===== config.mk =====
export PLATFORM = sky130hd
export DESIGN_NAME = gated_sixteen_bit_timer
export DESIGN_NICKNAME = d
export VERILOG_FILES = /design/src/include/gated_timer_pkg.sv /design/src/logic/gated_sixteen_bit_timer.sv
export SDC_FILE = /design/constraint.sdc
export NUM_CORES = 1
export LEC_CHECK = 0
export ABC_AREA = 1
export BUFFER_PORTS_ARGS = -buffer_cell sky130_fd_sc_hd__buf_2
export CORE_ASPECT_RATIO = 1.4
export CORE_MARGIN = 4
export CORE_UTILIZATION = 55
export DETAILED_ROUTE_END_ITERATION = 8
export PLACE_DENSITY = 0.87
export SYNTH_ARGS = -nofsm -noshare
export SYNTH_HDL_FRONTEND = slang
export SYNTH_SLANG_ARGS = --single-unit

===== constraint.sdc =====
create_clock -name clk_i -period 2.8 [get_ports clk_i]
set_clock_uncertainty 0.15 [all_clocks]
set_input_delay 0.56 -clock clk_i [delete_from_list [all_inputs] [get_ports clk_i]]
set_output_delay 0.56 -clock clk_i [all_outputs]
set_load 0.03 [all_outputs]

===== src/include/gated_timer_pkg.sv =====
// constants for the gated sixteen bit timer: register map, fields, reset values
// assumes a 32-bit classic wishbone bus with word-aligned byte addresses
package gated_timer_pkg;
    // register byte addresses
    localparam logic [7:0] ADDR_COUNT_LOW   = 8'h00; // count_low_byte
    localparam logic [7:0] ADDR_COUNT_HIGH  = 8'h04; // count_high_byte
    localparam logic [7:0] ADDR_TIMER_CTRL  = 8'h08; // timer_control_reg
    localparam logic [7:0] ADDR_GATE_CTRL   = 8'h0c; // gate_control_reg
    localparam logic [7:0] ADDR_STATUS      = 8'h10; // overflow flag, gate open (gate pin matches polarity)
    // timer_control_reg fields
    localparam int CTRL_ON_BIT    = 0;
    localparam int CTRL_SYNC_BIT  = 2;
    localparam int CTRL_PRE_LSB   = 4;
    localparam int CTRL_SRC_LSB   = 6;
    // gate_control_reg fields
    localparam int GATE_POL_BIT   = 6;
    localparam int GATE_EN_BIT    = 7;
    // status fields
    localparam int STAT_OVF_BIT   = 0;
    localparam int STAT_GATE_BIT  = 1;
    // reset values
    localparam logic [7:0]  CTRL_RESET  = 8'h00;
    localparam logic [7:0]  GATE_RESET  = 8'h00;
    localparam logic [15:0] COUNT_RESET = 16'h0000;
    localparam logic [15:0] COUNT_MAX   = 16'hffff;
    localparam logic [15:0] COUNT_ONE   = 16'h0001;
    // instruction clock is the system clock divided by four
    localparam logic [1:0]  QUARTER_LAST = 2'h3;
    localparam logic [1:0]  QUARTER_ONE  = 2'h1;
    localparam logic [2:0]  PRE_ONE      = 3'h1;
    localparam logic [2:0]  PRE_ZERO     = 3'h0;
    // clock source codes
    typedef enum logic [1:0] {
        SRC_INSTR = 2'h0,
        SRC_SYS   = 2'h1,
        SRC_EXT   = 2'h2,
        SRC_LFOSC = 2'h3
    } clock_source_type;
endpackage


===== src/logic/gated_sixteen_bit_timer.sv =====
// gated sixteen bit up-counter with source select, prescaler, gate and sleep
// assumes all inputs but external_count_input_i synchronous to clk_i (25 MHz); the low-frequency
// oscillator arrives as a one-cycle tick; sleep_i is high while the cpu sleeps
//
// The Wishbone register port and the register offsets were chosen for this implementation.
`timescale 1ns/1ns

module gated_sixteen_bit_timer (
    input  wire logic        clk_i,
    input  wire logic        rst_i,
    input  wire logic        wb_cyc_i,
    input  wire logic        wb_stb_i,
    input  wire logic        wb_we_i,
    input  wire logic [7:0]  wb_adr_i,
    input  wire logic [3:0]  wb_sel_i,
    input  wire logic [31:0] wb_dat_i,
    output logic      [31:0] wb_dat_o,
    output logic             wb_ack_o,
    input  wire logic        external_count_input_i,
    input  wire logic        low_freq_internal_osc_i,
    input  wire logic        gate_pin_i,
    input  wire logic        sleep_i,
    output logic             overflow_flag_o,
    output logic             wake_o
);
    // software visible state
    logic [15:0] count;          // running count
    logic [7:0]  timer_ctrl;     // timer_control_reg
    logic [7:0]  gate_ctrl;      // gate_control_reg
    logic        overflow_flag;  // sticky rollover flag
    // internal state
    logic [2:0]  pre_cnt;        // hidden prescale counter
    logic [1:0]  quarter;        // system clock divider for instruction clock
    logic        sync1;          // synchroniser first stage, read only by sync2
    logic        sync2;          // synchroniser second stage
    logic        sync_prev;      // previous synchronised level
    logic        raw_prev;       // previous raw level for the bypass path
    logic        armed;          // a falling edge has been seen

    // bus decode
    wire         bus_req   = wb_cyc_i & wb_stb_i & ~wb_ack_o;
    wire         bus_wr    = bus_req & wb_we_i & wb_sel_i[0];
    wire         wr_low    = bus_wr & (wb_adr_i == gated_timer_pkg::ADDR_COUNT_LOW);
    wire         wr_high   = bus_wr & (wb_adr_i == gated_timer_pkg::ADDR_COUNT_HIGH);
    wire         wr_tctrl  = bus_wr & (wb_adr_i == gated_timer_pkg::ADDR_TIMER_CTRL);
    wire         wr_gctrl  = bus_wr & (wb_adr_i == gated_timer_pkg::ADDR_GATE_CTRL);
    wire         wr_stat   = bus_wr & (wb_adr_i == gated_timer_pkg::ADDR_STATUS);
    wire         cnt_wr    = wr_low | wr_high;

    // control fields
    wire         timer_on          = timer_ctrl[gated_timer_pkg::CTRL_ON_BIT];
    wire         sync_disable      = timer_ctrl[gated_timer_pkg::CTRL_SYNC_BIT];
    wire [1:0]   prescale_select   = timer_ctrl[gated_timer_pkg::CTRL_PRE_LSB +: 2];
    wire [1:0]   clock_source_select = timer_ctrl[gated_timer_pkg::CTRL_SRC_LSB +: 2];
    wire         gate_count_enable = gate_ctrl[gated_timer_pkg::GATE_EN_BIT];
    wire         gate_polarity     = gate_ctrl[gated_timer_pkg::GATE_POL_BIT];

    // last prescale count before a tick passes: 0, 1, 3 or 7
    function automatic logic [2:0] pre_mask(input logic [1:0] sel);
        pre_mask = 3'((4'h1 << sel) - 4'h1);
    endfunction

    // external edge detection; the bypass path skips the synchroniser
    wire         ext_level = sync_disable ? external_count_input_i : sync2;
    wire         ext_prev  = sync_disable ? raw_prev : sync_prev;
    wire         ext_rise  = ext_level & ~ext_prev;
    wire         ext_fall  = ~ext_level & ext_prev;
    wire         src_ext   = clock_source_select == gated_timer_pkg::SRC_EXT;
    wire         src_instr = clock_source_select == gated_timer_pkg::SRC_INSTR;
    wire         src_sys   = clock_source_select == gated_timer_pkg::SRC_SYS;
    wire         instr_tick = quarter == gated_timer_pkg::QUARTER_LAST;

    // source multiplexer: one enable per selected source event
    // a rise is only taken once a falling edge has armed the counter
    wire         src_tick  = src_instr ? instr_tick :
                             src_sys   ? 1'b1 :
                             src_ext   ? (ext_rise & armed) :
                                         low_freq_internal_osc_i;

    // gate level matches polarity: low with 0, high with 1
    wire         gate_ok   = gate_pin_i == gate_polarity;
    // only the unsynchronised external path keeps running in sleep
    wire         async_ext = src_ext & sync_disable;
    // off / always on / gated, per timer_on and gate enable
    wire         run       = timer_on & (~gate_count_enable | gate_ok)
                             & (~sleep_i | async_ext);
    // prescaler passes one tick in 1, 2, 4 or 8
    // a count left above a smaller new setting passes at once instead of
    // wrapping through all eight states first
    wire         pre_tick  = run & src_tick & (pre_cnt >= pre_mask(prescale_select));
    wire         inc       = pre_tick & ~cnt_wr;
    wire         rollover  = inc & (count == gated_timer_pkg::COUNT_MAX);

    // register read multiplexer; reserved bits and unmapped addresses read zero
    wire [31:0]  rd_data =
        (wb_adr_i == gated_timer_pkg::ADDR_COUNT_LOW)  ? {24'h000000, count[7:0]} :
        (wb_adr_i == gated_timer_pkg::ADDR_COUNT_HIGH) ? {24'h000000, count[15:8]} :
        (wb_adr_i == gated_timer_pkg::ADDR_TIMER_CTRL) ? {24'h000000, timer_ctrl} :
        (wb_adr_i == gated_timer_pkg::ADDR_GATE_CTRL)  ? {24'h000000, gate_ctrl} :
        (wb_adr_i == gated_timer_pkg::ADDR_STATUS)     ?
            {30'h0, gate_ok, overflow_flag} : 32'h00000000;

    // bus slave: one wait state, every address acknowledged
    // reads are registered from clocked state and gate_pin_i, so they are always stable
    always_ff @(posedge clk_i) begin
        if (rst_i) begin
            wb_ack_o <= 1'b0;
            wb_dat_o <= 32'h00000000;
        end else begin
            wb_ack_o <= bus_req;
            wb_dat_o <= rd_data;
        end
    end

    // control registers; reserved bits are kept at zero by the write masks
    always_ff @(posedge clk_i) begin
        if (rst_i) begin
            timer_ctrl <= gated_timer_pkg::CTRL_RESET;
            gate_ctrl  <= gated_timer_pkg::GATE_RESET;
        end else begin
            if (wr_tctrl) begin
                timer_ctrl <= wb_dat_i[7:0] & 8'hf5;
            end
            if (wr_gctrl) begin
                gate_ctrl <= wb_dat_i[7:0] & 8'hc0;
            end
        end
    end

    // count: a byte write wins over a coincident increment
    always_ff @(posedge clk_i) begin
        if (rst_i) begin
            count <= gated_timer_pkg::COUNT_RESET;
        end else if (wr_low) begin
            count[7:0] <= wb_dat_i[7:0];
        end else if (wr_high) begin
            count[15:8] <= wb_dat_i[7:0];
        end else if (inc) begin
            count <= count + gated_timer_pkg::COUNT_ONE;
        end
    end

    // hidden prescaler, cleared by any count byte write
    always_ff @(posedge clk_i) begin
        if (rst_i || cnt_wr) begin
            pre_cnt <= gated_timer_pkg::PRE_ZERO;
        end else if (pre_tick) begin
            pre_cnt <= gated_timer_pkg::PRE_ZERO;
        end else if (run && src_tick) begin
            pre_cnt <= pre_cnt + gated_timer_pkg::PRE_ONE;
        end
    end

    // instruction clock divider, free running
    always_ff @(posedge clk_i) begin
        if (rst_i) begin
            quarter <= 2'h0;
        end else begin
            quarter <= quarter + gated_timer_pkg::QUARTER_ONE;
        end
    end

    // two-stage synchroniser plus history for both paths
    // changing sync_disable swaps history, so one count may be lost or
    // gained at the switch; this is accepted
    always_ff @(posedge clk_i) begin
        if (rst_i) begin
            sync1     <= 1'b0;
            sync2     <= 1'b0;
            sync_prev <= 1'b0;
            raw_prev  <= 1'b0;
        end else begin
            sync1     <= external_count_input_i;
            sync2     <= sync1;
            sync_prev <= sync2;
            raw_prev  <= external_count_input_i;
        end
    end

    // falling-edge arm: dropped on write or disable, set by a fall
    always_ff @(posedge clk_i) begin
        if (rst_i || cnt_wr || !timer_on) begin
            armed <= 1'b0;
        end else if (ext_fall) begin
            armed <= 1'b1;
        end
    end

    // overflow flag: rollover sets, writing 1 clears, set wins
    // wake pulse while asleep so the cpu can resume
    always_ff @(posedge clk_i) begin
        if (rst_i) begin
            overflow_flag   <= 1'b0;
            overflow_flag_o <= 1'b0;
            wake_o          <= 1'b0;
        end else begin
            if (rollover) begin
                overflow_flag <= 1'b1;
            end else if (wr_stat && wb_dat_i[gated_timer_pkg::STAT_OVF_BIT]) begin
                overflow_flag <= 1'b0;
            end
            overflow_flag_o <= rollover | overflow_flag;
            wake_o          <= rollover & sleep_i;
        end
    end
endmodule

==> impl_metrics.yaml <==
yosys:
  ys.flop_type: "dfxtp_1"
  synth_top_family_by_area: "simple AND/OR/NAND/NOR gates"
  syn_inst: 422
  synth_area_leaders: "dfxtp_1 (31%), nand2_1 (13%), buf_4 (6.5%), inv_1 (6.3%), nand3_1 (5.8%)"
  synth_top_area_share_pct: 31.4
  ys_seq_area_share_pct: 31.4
  synth_adder_area_share_pct: 2.62
  yosys_register_bits: 45
  yosys_warnings: 0
  synth_cell_types: 36
  yosys.area_share.simple_pct: 37.2
  synthXorXnorAreaFrac_pct: 1.53
  avgSynthCellArea_sq_um: 6.79
  synth_compound_area_share_pct: 11.5
  synth_mux_area_share_pct: 0
  netlist.top_cell.by_area: "dfxtp_1"
  synth-edff-count: 0
  syn_area_sq_um: 2870
  synthArstFlopShare_pct: 0
clock_network:
  cts_buffer_depth: 2
  htreeDepth: 2
  cts_made_buffers: 5
  cts_tree: "yes"
  worstSkewPairLatency_ns: 0.30
  holdBufCountCts: 0
  root_buffer: "clkbuf_8"
  path_clk_slew_ns: 0.09
  cts_sinks: 45
  cts_resized: 0
  cts_setup_buffers: 0
worst_setup_path:
  worstPathArrival_ns: 2.37
  path_class: "reg2reg"
  r2r-end: "count[1]$_SDFFE_PP0P_"
  r2r_cells: 8
  cp-start-kind: "flop"
  reg2reg_setup_slack_ns: 0.51
  crit_required_ns: 2.88
  setup.worst_path.start: "timer_ctrl[4]$_SDFFE_PP0P_"
  cp-endpoint: "count[1]$_SDFFE_PP0P_"
  cpPeakStageDelay_ns: 0.35
  crit_chain: "or2_2 > ha_1 > nand3_1 > o211ai_1 > nand4_2 > nand2_1 > nand2_1 > a21oi_1"
  r2r_start: "timer_ctrl[4]$_SDFFE_PP0P_"
  crit_path_frequent_cell: "nand2_1"
  worst_setup_path_end_kind: "flop"
  crit_fanout: 11
  worst_path_max_delay_cell: "nand4_2"
cells_and_area:
  multi_input_area_sq_um: 1610
  layout.area.seq_sq_um: 901
  antennaDiodeCount: 0
  final_nets: 513
  area_delta_synth_final_pct: 7.99
  nFillCells: 464
  drive_gt1_share_pct: 16.0
timing:
  rsz0062_at_grt: "no"
  finalSetupTns_ns: 0
  tightest_slew_ns: 0.625
  max_freq_ghz: 0.437
  final-setup-viol-count: 0
  finalHoldViolCount: 0
  period_share_pct: 81.7
  period_needed_ns: 2.29
  slew_headroom_pct: 58.3
  drv_slew: 0
power:
  vdd_drop_max_uv: 303
  leakagePower_nw: 1.52
  cellPowerDensity_nw_per_um2: 435
  finalPower_w: 0.00135
detailed_routing:
  drt_iter0_markers: 209
  viasPerCell: 5.45
  drcViolationCount: 0
  ant_nets: 0
  routed_wirelength_um: 7150
  dr_total_vias: 2828
  drtPass1Iterations: 6
  wire_per_inst_um: 13.8
global_routing:
  grt_max_degree: 28
  grt_pass1_vias: 2718
  grt_antenna_before_repair: 0
  overflow: 0
  grt_use_total_pct: 23.5
  grt_pass1_wl_um: 12300
floorplan:
  io_pins: 88
  die_h_um: 93.4
  fp.dieArea_sq_um: 6450
  initial_core_util_pct: 57.9
  die_w_um: 69.0
  rows: 30
  core_sq_um: 4950
placement:
  hpwl_um: 5220
  gp_congestion: 0.960
  io_buffers: 36
job:
  max_cap_viol_count: 0
outcome:
  status: "finished, final reports clean"
hold_path:
  hold_class: "reg2reg"
==> synthesized netlist by cell type (all sizes together), types with 3 or more instances <==
master	number
nand3	35
o21ai	27
inv	49
ha	6
nor3	5
clkbuf	3
nor2	49
a31oi	5
nand2	114
a21oi	26
dfxtp	45
xor2	5
buf	32
nand4	10
==> worst max-delay path, delay by kind of cell (launching register included) <==
kind / cells / cell delay, ns
and+or+nand+nor: 5 / 1.11
DFF: 1 / 0.34
adders and majority gates: 1 / 0.29
AOI/OAI and AO/OA: 2 / 0.34
==> power breakdown <==
part | total, W | switching, W | internal [W]
logic | 0.000114 | 0.0000897 | 0.0000248
registers | 0.000647 | 0.00000220 | 0.000644
clock network | 0.000586 | 0.000232 | 0.000355
total | 0.00135 | 0.000324 | 0.00102
==> metrics by stage <==
stage	instance area, sq um	hold WS (ns)	util [%]	worst slack [ns]	cells
6_report	3100	0.275	62.5	0.512	519
5_1_grt	3100	0.304	62.5	0.255	519
4_1_cts	3100	0.279	62.5	0.524	519
3_5_place_dp	2960	0.265	59.8	0.523	511
3_3_place_gp	2960	0.257	59.8	0.559	511
2_1_floorplan	2950	0.249	-	0.911	445
==> sequential cells by signal (all words and copies together) (netlist names) <==
name	flops
count	16
quarter	2
wb_dat_o	8
raw_prev	1
timer_ctrl	6
wb_ack_o	1
overflow_flag_o	1
overflow_flag	1
armed	1
sync_prev	1
gate_ctrl	2
pre_cnt	3
wake_o	1
sync2	1
==> placed cells by master, fill, tap and decap left out, types with 6 or more instances in the layout <==
cell type,instances
o21ai_0,20
nand2_2,7
dfxtp_1,45
inv_1,48
nand2_1,102
nand4_1,9
a21oi_1,26
nor2_1,40
o21ai_1,7
nand3_1,33
ha_1,6
buf_2,36
conb_1,24
==> cells by family (layout without fill, tap and decap cells) <==
logic type                 Yosys count  after routing
buffers and inverters               85             95
and+or+nand+nor                    218            218
adders and majority gates            6              6
other                                1             24
DFF                                 45             45
AOI/OAI and AO/OA                   62             62
xor gates and xnor gates             5              5
==> how the worst min path moves through the flow <==
stage          slack (ns)                   from  depth (start not counted)                     to
5_1_grt              0.30  quarter[0]$_SDFF_PP0_                          1  quarter[0]$_SDFF_PP0_
4_1_cts              0.28  quarter[0]$_SDFF_PP0_                          1  quarter[0]$_SDFF_PP0_
6_report             0.28  quarter[0]$_SDFF_PP0_                          1  quarter[0]$_SDFF_PP0_
3_3_place_gp         0.26  quarter[0]$_SDFF_PP0_                          1  quarter[0]$_SDFF_PP0_
2_1_floorplan        0.25  quarter[0]$_SDFF_PP0_                          1  quarter[0]$_SDFF_PP0_
3_5_place_dp         0.26  quarter[0]$_SDFF_PP0_                          1  quarter[0]$_SDFF_PP0_
==> layer usage <==
metal	global-route usage (%)	part of all wire (%)	vias to the layer above
met4	16.9	6.9	0
met5	0	0	-
met3	4.19	7.0	43
met1	25.7	37	1257
met2	40.7	49	152
li1	-	-	1376
==> layout make-up <==
class / count / area share (%)
timing repair buffer: 37 / 6.06
tap: 64 / 2.59
clock inverter: 3 / 2.10
inverter: 50 / 6.06
clock buffer: 5 / 2.22
multi-input combinational: 315 / 51.9
sequential: 45 / 29.1
Power figures use the tool's default switching activity.
